===== src/rbc_pkg.sv =====
// Purpose: shared constants and types of the reset, boot and clock mode control
// Assumes: one 250 MHz clock, 8-bit register port
// Notes: the minimum reset low count derives from its time and the clock rate; the sequence count is fixed
package rbc_pkg;

    // ------------------------------------------------------------
    // timing
    // ------------------------------------------------------------
    localparam int unsigned CLK_MHZ = 250;
    localparam int unsigned RST_MIN_NS = 100;
    localparam int unsigned RST_MIN_CYC = (RST_MIN_NS * CLK_MHZ + 999) / 1000;
    localparam logic [5:0] RST_MIN_LAST = 6'(RST_MIN_CYC - 1);
    localparam logic [4:0] SEQ_CYC = 5'h10;
    localparam logic [4:0] SEQ_LAST = 5'h01;

    // ------------------------------------------------------------
    // register offsets
    // ------------------------------------------------------------
    localparam logic [3:0] OFS_CTRL = 4'h0;
    localparam logic [3:0] OFS_FBDIV = 4'h1;
    localparam logic [3:0] OFS_STAT = 4'h2;
    localparam logic [3:0] OFS_MASK = 4'h3;
    localparam logic [3:0] OFS_INFO = 4'h4;
    localparam logic [3:0] OFS_CLK = 4'h5;

    // ------------------------------------------------------------
    // field positions and reset values
    // ------------------------------------------------------------
    localparam int CTL_EXT_OSC = 0;
    localparam int CTL_OSC_DISC = 1;
    localparam int CTL_VCO_BYP = 2;
    localparam int CTL_PD_REQ = 3;
    localparam int CTL_RAM_INIT = 4;
    localparam int ST_POR = 0;
    localparam int ST_OSC = 5;
    localparam int ST_LOCK = 6;
    localparam int ST_W = 7;
    localparam logic [6:0] STAT_RST = 7'h01;
    localparam logic [6:0] MASK_RST = 7'h00;
    localparam logic [7:0] FBDIV_RST = 8'h10;
    localparam logic [7:0] P_DIV = 8'h01;
    localparam logic [7:0] K_DIV = 8'h02;
    localparam logic [15:0] PC_START = 16'h0000;

    // ------------------------------------------------------------
    // types
    // ------------------------------------------------------------
    typedef enum logic [2:0] {CAUSE_POR, CAUSE_HW, CAUSE_WDOG, CAUSE_WAKE, CAUSE_BO} cause_t;
    typedef enum logic [1:0] {BOOT_USER, BOOT_LOADER, BOOT_DEBUG, BOOT_JTAG} boot_t;
    typedef enum logic [1:0] {CM_PLL, CM_PRESC, CM_BASE} clk_mode_t;

    typedef struct packed {
        logic [3:0] addr;
        logic [7:0] wdata;
        logic wr;
        logic rd;
    } bus_req_t;

    typedef struct packed {
        logic boot_config_pin;
        logic tms_pin;
        logic port0_bit0_pin;
    } strap_t;

    typedef struct packed {
        clk_mode_t mode;
        logic src_vco;
        logic [7:0] mul;
        logic [7:0] div;
    } clk_cfg_t;

endpackage


===== src/reset_boot_clock_mode_ctrl.sv =====
// Purpose: reset cause tracking, boot strap latch, regulator and clock mode control
// Assumes: srst is the power-on reset; event inputs are synchronous pulses
// Notes: register port reads answer one cycle after the strobe
//
// How it works
// - five reset causes are told apart: power-on, pin, watchdog, wake-up, brownout
// - boot straps latch at end of reset and hold until power-on or pin reset
// - only power-on or pin reset takes boot from config pin, tms and port0 bit0
// - config 1 tms 0 gives user mode, both 0 gives loader, start address zero
// - tms 1 port0 bit0 0: config 0 gives debug, config 1 gives user with jtag
// - debug mode is refused while the flash is protected
// - a watchdog timeout outside reset and power-down forces a reset recorded as its own cause
// - ram stays valid over wake, watchdog and pin resets, not power-on or brownout
// - wake-up reset turns the main regulator on; watchdog reset leaves it alone
// - active mode runs both regulators; power-down keeps only the low-power one
// - every reset selects the on-chip oscillator; software may pick the external one
// - oscillator stop and, in pll mode only, pll lock loss are flagged outside power-down
// - disconnect set gives base mode, else bypass picks prescaler or pll mode
// - base mode: system clock is free vco divided by k
// - prescaler mode: system clock is oscillator divided by p times k
// - pll mode: system clock is oscillator times n divided by p times k
// - p is fixed at 1, k at 2, only n is software selectable
`timescale 1ns/10ps
module reset_boot_clock_mode_ctrl
(
    input wire logic clk,
    input wire logic srst,
    input rbc_pkg::bus_req_t bus,
    output logic [7:0] rdata,
    input wire logic reset_pin_n,
    input rbc_pkg::strap_t strap,
    input wire logic watchdog_timeout,
    input wire logic wakeup_req,
    input wire logic brownout_det,
    input wire logic flash_protected,
    input wire logic osc_running,
    input wire logic pll_locked,
    output logic core_rst,
    output rbc_pkg::cause_t reset_cause,
    output rbc_pkg::boot_t boot_mode,
    output logic [15:0] pc_start,
    output logic ram_valid,
    output logic main_reg_en,
    output logic lp_reg_en,
    output logic power_down,
    output logic ext_osc_sel,
    output rbc_pkg::clk_cfg_t clk_cfg,
    output logic irq
);
    import rbc_pkg::*;

    // ------------------------------------------------------------
    // state
    // ------------------------------------------------------------
    logic pin_s1_q;
    logic pin_s2_q;
    logic [5:0] low_cnt_q;
    logic [4:0] seq_q;
    logic core_rst_q;
    cause_t cause_q;
    boot_t boot_q;
    logic ram_valid_q;
    logic main_reg_q;
    logic pd_q;
    logic ext_osc_q;
    logic osc_disc_q;
    logic vco_byp_q;
    logic [7:0] fbdiv_q;
    logic osc_prev_q;
    logic lock_prev_q;
    logic [ST_W-1:0] stat_q;
    logic [ST_W-1:0] mask_q;
    logic [7:0] rdata_q;
    clk_cfg_t clk_cfg_q;

    // ------------------------------------------------------------
    // reset pin and event decode
    // ------------------------------------------------------------
    wire pin_low = !pin_s2_q;
    wire low_full = low_cnt_q == RST_MIN_LAST;
    wire ev_hw = pin_low && low_full;
    wire ev_bo = brownout_det;
    wire ev_wake = pd_q && wakeup_req;
    wire ev_wdog = watchdog_timeout && !core_rst_q && !pd_q;
    wire any_ev = ev_bo || ev_hw || ev_wake || ev_wdog;
    wire rel_pulse = core_rst_q && (seq_q == SEQ_LAST) && !any_ev;
    wire boot_src = (cause_q == CAUSE_POR) || (cause_q == CAUSE_HW);

    cause_t cause_d;
    assign cause_d = ev_bo ? CAUSE_BO :
                     ev_hw ? CAUSE_HW :
                     ev_wake ? CAUSE_WAKE : CAUSE_WDOG;

    // ------------------------------------------------------------
    // boot strap decode
    // ------------------------------------------------------------
    wire debug_ok = !flash_protected;
    boot_t boot_d;
    assign boot_d = !strap.tms_pin ? (strap.boot_config_pin ? BOOT_USER : BOOT_LOADER) :
                    strap.port0_bit0_pin ? BOOT_USER :
                    strap.boot_config_pin ? BOOT_JTAG :
                    debug_ok ? BOOT_DEBUG : BOOT_USER;

    // ------------------------------------------------------------
    // register port decode
    // ------------------------------------------------------------
    wire wr_ctrl = bus.wr && (bus.addr == OFS_CTRL) && !core_rst_q;
    wire wr_fbdiv = bus.wr && (bus.addr == OFS_FBDIV) && !core_rst_q;
    wire wr_mask = bus.wr && (bus.addr == OFS_MASK);
    wire rd_stat = bus.rd && (bus.addr == OFS_STAT);
    wire pd_entry = wr_ctrl && bus.wdata[CTL_PD_REQ] && !any_ev;

    // ------------------------------------------------------------
    // clock mode decode
    // ------------------------------------------------------------
    clk_mode_t cm;
    assign cm = osc_disc_q ? CM_BASE : (vco_byp_q ? CM_PRESC : CM_PLL);
    clk_cfg_t clk_cfg_d;
    assign clk_cfg_d.mode = cm;
    assign clk_cfg_d.src_vco = (cm == CM_BASE);
    assign clk_cfg_d.mul = (cm == CM_PLL) ? fbdiv_q : 8'h01;
    assign clk_cfg_d.div = (cm == CM_BASE) ? K_DIV : P_DIV * K_DIV;

    wire ev_osc = osc_prev_q && !osc_running && !pd_q;
    wire ev_lock = lock_prev_q && !pll_locked && !pd_q && (cm == CM_PLL);
    wire [ST_W-1:0] ev_vec = {ev_lock, ev_osc, ev_bo, ev_wake, ev_wdog, ev_hw, 1'b0};

    logic [7:0] rmux;
    assign rmux = (bus.addr == OFS_CTRL) ? {5'h00, vco_byp_q, osc_disc_q, ext_osc_q} :
                  (bus.addr == OFS_FBDIV) ? fbdiv_q :
                  (bus.addr == OFS_STAT) ? {1'b0, stat_q} :
                  (bus.addr == OFS_MASK) ? {1'b0, mask_q} :
                  (bus.addr == OFS_INFO) ? {main_reg_q, ram_valid_q, boot_q, 1'b0, cause_q} :
                  (bus.addr == OFS_CLK) ? {4'h0, pll_locked, osc_running, clk_cfg_q.mode} :
                  8'h00;

    // ------------------------------------------------------------
    // pin synchroniser and low-time filter
    // ------------------------------------------------------------
    always_ff @(posedge clk)
    begin
        if (srst)
        begin
            pin_s1_q <= 1'b1;
            pin_s2_q <= 1'b1;
            low_cnt_q <= 6'h00;
        end
        else
        begin
            pin_s1_q <= reset_pin_n;
            pin_s2_q <= pin_s1_q;
            if (!pin_s2_q && !low_full)
                low_cnt_q <= low_cnt_q + 6'h01;
            else if (pin_s2_q)
                low_cnt_q <= 6'h00;
        end
    end

    // ------------------------------------------------------------
    // reset sequence and cause
    // ------------------------------------------------------------
    always_ff @(posedge clk)
    begin
        if (srst)
        begin
            cause_q <= CAUSE_POR;
            seq_q <= SEQ_CYC;
            core_rst_q <= 1'b1;
        end
        else if (any_ev)
        begin
            cause_q <= cause_d;
            seq_q <= SEQ_CYC;
            core_rst_q <= 1'b1;
        end
        else if (core_rst_q)
        begin
            seq_q <= seq_q - 5'h01;
            core_rst_q <= !rel_pulse;
        end
    end

    // ------------------------------------------------------------
    // boot latch
    // ------------------------------------------------------------
    always_ff @(posedge clk)
    begin
        if (srst)
            boot_q <= BOOT_USER;
        else if (rel_pulse && boot_src)
            boot_q <= boot_d;
    end

    // ------------------------------------------------------------
    // regulators, power-down and ram validity
    // ------------------------------------------------------------
    always_ff @(posedge clk)
    begin
        if (srst)
        begin
            main_reg_q <= 1'b1;
            pd_q <= 1'b0;
            ram_valid_q <= 1'b0;
        end
        else
        begin
            if (ev_wake || ev_hw || ev_bo)
                main_reg_q <= 1'b1;
            else if (pd_entry)
                main_reg_q <= 1'b0;
            if (ev_wake || ev_hw || ev_bo)
                pd_q <= 1'b0;
            else if (pd_entry)
                pd_q <= 1'b1;
            if (ev_bo)
                ram_valid_q <= 1'b0;
            else if (wr_ctrl && bus.wdata[CTL_RAM_INIT])
                ram_valid_q <= 1'b1;
        end
    end

    // ------------------------------------------------------------
    // clock control registers
    // ------------------------------------------------------------
    always_ff @(posedge clk)
    begin
        if (srst || core_rst_q)
        begin
            ext_osc_q <= 1'b0;
            osc_disc_q <= 1'b0;
            vco_byp_q <= 1'b0;
        end
        else if (wr_ctrl)
        begin
            ext_osc_q <= bus.wdata[CTL_EXT_OSC];
            osc_disc_q <= bus.wdata[CTL_OSC_DISC];
            vco_byp_q <= bus.wdata[CTL_VCO_BYP];
        end
    end

    always_ff @(posedge clk)
    begin
        if (srst)
            fbdiv_q <= FBDIV_RST;
        else if (wr_fbdiv)
            fbdiv_q <= bus.wdata;
    end

    always_ff @(posedge clk)
    begin
        if (srst)
        begin
            clk_cfg_q <= '0;
            osc_prev_q <= 1'b0;
            lock_prev_q <= 1'b0;
        end
        else
        begin
            clk_cfg_q <= clk_cfg_d;
            osc_prev_q <= osc_running;
            lock_prev_q <= pll_locked;
        end
    end

    // ------------------------------------------------------------
    // status, mask and read data
    // ------------------------------------------------------------
    genvar gi;
    generate
        for (gi = 0; gi < ST_W; gi++)
        begin : g_stat
            always_ff @(posedge clk)
            begin
                if (srst)
                    stat_q[gi] <= STAT_RST[gi];
                else if (ev_vec[gi])
                    stat_q[gi] <= 1'b1;  // set wins over read clear
                else if (rd_stat)
                    stat_q[gi] <= 1'b0;
            end
        end
    endgenerate

    always_ff @(posedge clk)
    begin
        if (srst)
        begin
            mask_q <= MASK_RST;
            rdata_q <= 8'h00;
        end
        else
        begin
            if (wr_mask)
                mask_q <= bus.wdata[ST_W-1:0];
            rdata_q <= bus.rd ? rmux : 8'h00;
        end
    end

    // ------------------------------------------------------------
    // outputs
    // ------------------------------------------------------------
    assign rdata = rdata_q;
    assign core_rst = core_rst_q;
    assign reset_cause = cause_q;
    assign boot_mode = boot_q;
    assign pc_start = PC_START;
    assign ram_valid = ram_valid_q;
    assign main_reg_en = main_reg_q;
    assign lp_reg_en = 1'b1;
    assign power_down = pd_q;
    assign ext_osc_sel = ext_osc_q;
    assign clk_cfg = clk_cfg_q;
    assign irq = |(stat_q & mask_q);
endmodule


===== config.mk =====
export PLATFORM = sky130hd
export DESIGN_NAME = reset_boot_clock_mode_ctrl
export DESIGN_NICKNAME = d
export VERILOG_FILES = /design/src/rbc_pkg.sv /design/src/reset_boot_clock_mode_ctrl.sv
export SDC_FILE = /design/constraint.sdc
export NUM_CORES = 1
export LEC_CHECK = 0
export BUFFER_PORTS_ARGS = -buffer_cell sky130_fd_sc_hd__buf_2
export CORE_AREA = 8 8 88 90
export CTS_CLUSTER_SIZE = 8
export DETAILED_ROUTE_END_ITERATION = 12
export DIE_AREA = 0 0 96 98
export PLACE_DENSITY = 0.74
export SLEW_MARGIN = 20
export SYNTH_ARGS = -nofsm -noshare
export SYNTH_HDL_FRONTEND = slang
export SYNTH_SLANG_ARGS = --single-unit

===== constraint.sdc =====
create_clock -name clk -period 2.68 [get_ports clk]
set_input_delay 0.268 -clock clk [delete_from_list [all_inputs] [get_ports clk]]
set_output_delay 0.268 -clock clk [all_outputs]
set_load 0.03 [all_outputs]

==> results.yml <==
status:
  status: "completed"
clock_tree:
  root_buffer: "clkbuf_8"
  clock_latency_ns: 0.33
  hold_buffers: 0
  clockBufferDepth: 2
  cts_sinks: 69
  postCtsSetupBuffers: 0
  clkTransAtPathRegs_ns: 0.07
  cts_tree: "done"
  ctsResizeCount: 0
  htreeDepth: 3
  cts_buffers: 9
placement:
  dpl.hpwl_mm: 5.47
  place_area_sq_um: 3280
  finalWeightedCongestion: 0.876
  io_buffers: 56
  pre_cts_slack_ns: 0.762
layout:
  final_cell_area_sq_um: 3510
  area_delta_synth_final_pct: 15.0
  antenna-diode-count: 0
  fin_nets: 423
  drive_above_1_share_pct: 21.1
logic_synthesis:
  synth_edf_count: 0
  netlist.area_leader.share_pct: 45.3
  seq_area_frac_synth_pct: 45.3
  synth_top_area_cell: "dfxtp_1"
  yosys_warnings: 0
  syn_area_sq_um: 3050
  ys.flop_type: "dfxtp_1"
  postSynth.asyncResetShare_pct: 0
  synthTopCellsByCount: "69 x dfxtp_1, 32 x nor2_1, 31 x nand2_1"
  syn_inst: 340
  ys_top_cells_by_area: "dfxtp_1 45%, buf_4 5.9%, mux2i_1 5.3%"
  synth_most_common_cell: "dfxtp_1"
  synth_seq_cells: 69
  synth.distinct_cells: 50
  syn_area_per_cell_sq_um: 8.97
routing:
  dr.pass1.iters: 5
  via_count: 2546
  drtIter0Drc: 133
  wire_per_inst_microns: 15.1
  drc_errors: 0
  drt-total-wl_mm: 7.21
  ant_nets: 0
  post_drt_via_cell_ratio: 5.33
floorplanning:
  die-area_sq_um: 9410
  num_rows: 30
  io-pin-count: 81
  initial_core_util_pct: 47.0
  fp.dieW_microns: 96
  die_y_microns: 98
  core_area_sq_um: 6490
sta:
  finClkSkew_ns: 0.00667
  finalSetupViolations: 0
  fin_crit_sh_pct: 72.2
  fin_tns_setup_ns: 0
  slew_violations: 0
  maxSlewHeadroom_pct: 40.0
  hold_violations: 0
  worst_pin_slew_ns: 0.894
  setup_slack_ns: 0.746
  rsz0062_at_grt: "no"
  fmax_ghz: 0.517
  min_period_ns: 1.93
critical_path:
  cp_data_required_time_ns: 2.88
  path_buf_inv: 0
  worst_path_most_repeated_cell: "nand2_1"
  cp_top_family: "simple AND/OR/NAND/NOR gates"
  crit_slowest_cell: "nor4b_2"
  critical_path_class: "reg -> reg"
  crit_fanout: 14
  crit_chain: "nor4b_2 -> nand2_1 -> nand2_1 -> a21oi_1"
  cpPeakStageDelay_ns: 0.73
  r2r_start: "core_rst$_SDFF_PP1_"
  worstSetupStartpoint: "core_rst$_SDFF_PP1_"
  start_kind: "flop"
  r2r_slack_ns: 0.75
  cp.arrival_ns: 2.13
  cp-end-kind: "flop"
grt:
  grt_max_degree: 35
  track_usage_pct: 15.5
  overflow: 0
  grt_pass1_vias: 2425
  grt_pass1_wl_mm: 11.5
  antenna_found_initial: 0
hold_path:
  holdCritStartpoint: "reset_pin_n"
  hp-class: "in -> reg"
pwr:
  p_seq_share_pct: 48.2
  ir_worst_vdd_mv: 0.473
  power_mw: 2.20
  p_int_mw: 1.68
  p_sw_share_pct: 23.7
  p_leak_nw: 1.47
  clkPwrFrac_pct: 42.7
  combPwrFrac_pct: 9.0
  switchingPower_uw: 521
  power.density_nw_per_um2: 627
job:
  cap_violations: 0
-- metrics by stage --
| stage | cells | hold WS [ns] | util [%] |
|---|---|---|---|
| 3_3_place_gp | 462 | 0.394 | 50.5 |
| 6_report | 478 | 0.115 | 54.0 |
| 2_1_floorplan | 362 | 0.340 | - |
| 4_1_cts | 478 | 0.100 | 54.0 |
| 3_5_place_dp | 462 | 0.399 | 50.5 |
| 5_1_grt | 478 | 0.109 | 54.0 |
-- kinds of logic (layout without fill, tap and decap cells) --
| logic type | count (synthesis) | in the layout | share of synthesized area, % |
|---|---|---|---|
| AOI/OAI and AO/OA | 52 | 52 | 11.3 |
| muxes | 17 | 17 | 5.62 |
| xor gates and xnor gates | 9 | 9 | 2.58 |
| and+or+nand+nor | 138 | 138 | 23.7 |
| DFF | 69 | 69 | 45.3 |
| buffers and inverters | 49 | 85 | 9.56 |
| adders and majority gates | 4 | 4 | 1.64 |
| other | 2 | 24 | 0.246 |
-- placed cells by master (no fill, tap or decap), drive strengths merged, types with 2 or more instances in the layout --
cell type and count:
clkinv 2, xor2 3, ha 4, a211oi 2, or2 2, o21ai 5, nand3b 2, or3b 2
nand3 13, buf 59, and2 7, nor4b 2, nor3b 3, mux2i 16, a311oi 2, a21oi 24
clkbuf 12, xnor2 6, nor3 14, nand2 31, nor2 32, nor2b 11, bufinv 2, o221a 4
inv 10, conb 24, a22oi 5, dfxtp 69, nand2b 9, nand4 4
-- state kept, by name, indices dropped and copies added, names as in the netlist, 2 cells and up --
signal,flops
seq_q,5
boot_mode,2
low_cnt_q,6
reset_cause,3
mask_q,7
stat_q,7
fbdiv_q,8
rdata,8
clk_cfg,12
-- area by class of cell --
class                           instances  area (sq um)
Inverter                               10          37.5
Clock inverter                          4          70.1
Sequential cell                        69          1380
Fill cell                             608          2990
Clock buffer                           12           155
Multi-Input combinational cell        244          1460
Tap cell                               80           100
Timing Repair Buffer                   59           303
-- metal layers --
layer | up-vias | part of all wire [%] | GRT usage (%)
li1 | 1232 | - | -
met1 | 1176 | 40 | 18.4
met2 | 125 | 47 | 24.8
met3 | 13 | 11 | 4.45
met4 | 0 | 2.0 | 7.10
met5 | - | 0 | 0
-- power by group through the flow --
stage | combinational [mW] | sequential [mW] | clock (mW)
after floorplan | 0.162 | 1.09 | 0
after global placement | 0.193 | 1.08 | 0
after detailed placement | 0.195 | 1.08 | 0
after CTS | 0.196 | 1.06 | 0.957
after global routing | 0.216 | 1.06 | 1.00
final | 0.198 | 1.06 | 0.939
-- worst paths after layout --
check / end / cells after the start
setup / recovery: fbdiv_q[1]$_SDFFE_PP0P_ / 4
hold / removal: pin_s1_q$_SDFF_PP1_ / 2
hold reg to reg: pin_s2_q$_SDFF_PP1_ / 1
setup reg to reg: fbdiv_q[1]$_SDFFE_PP0P_ / 4
(Power assumes the default switching activity.)
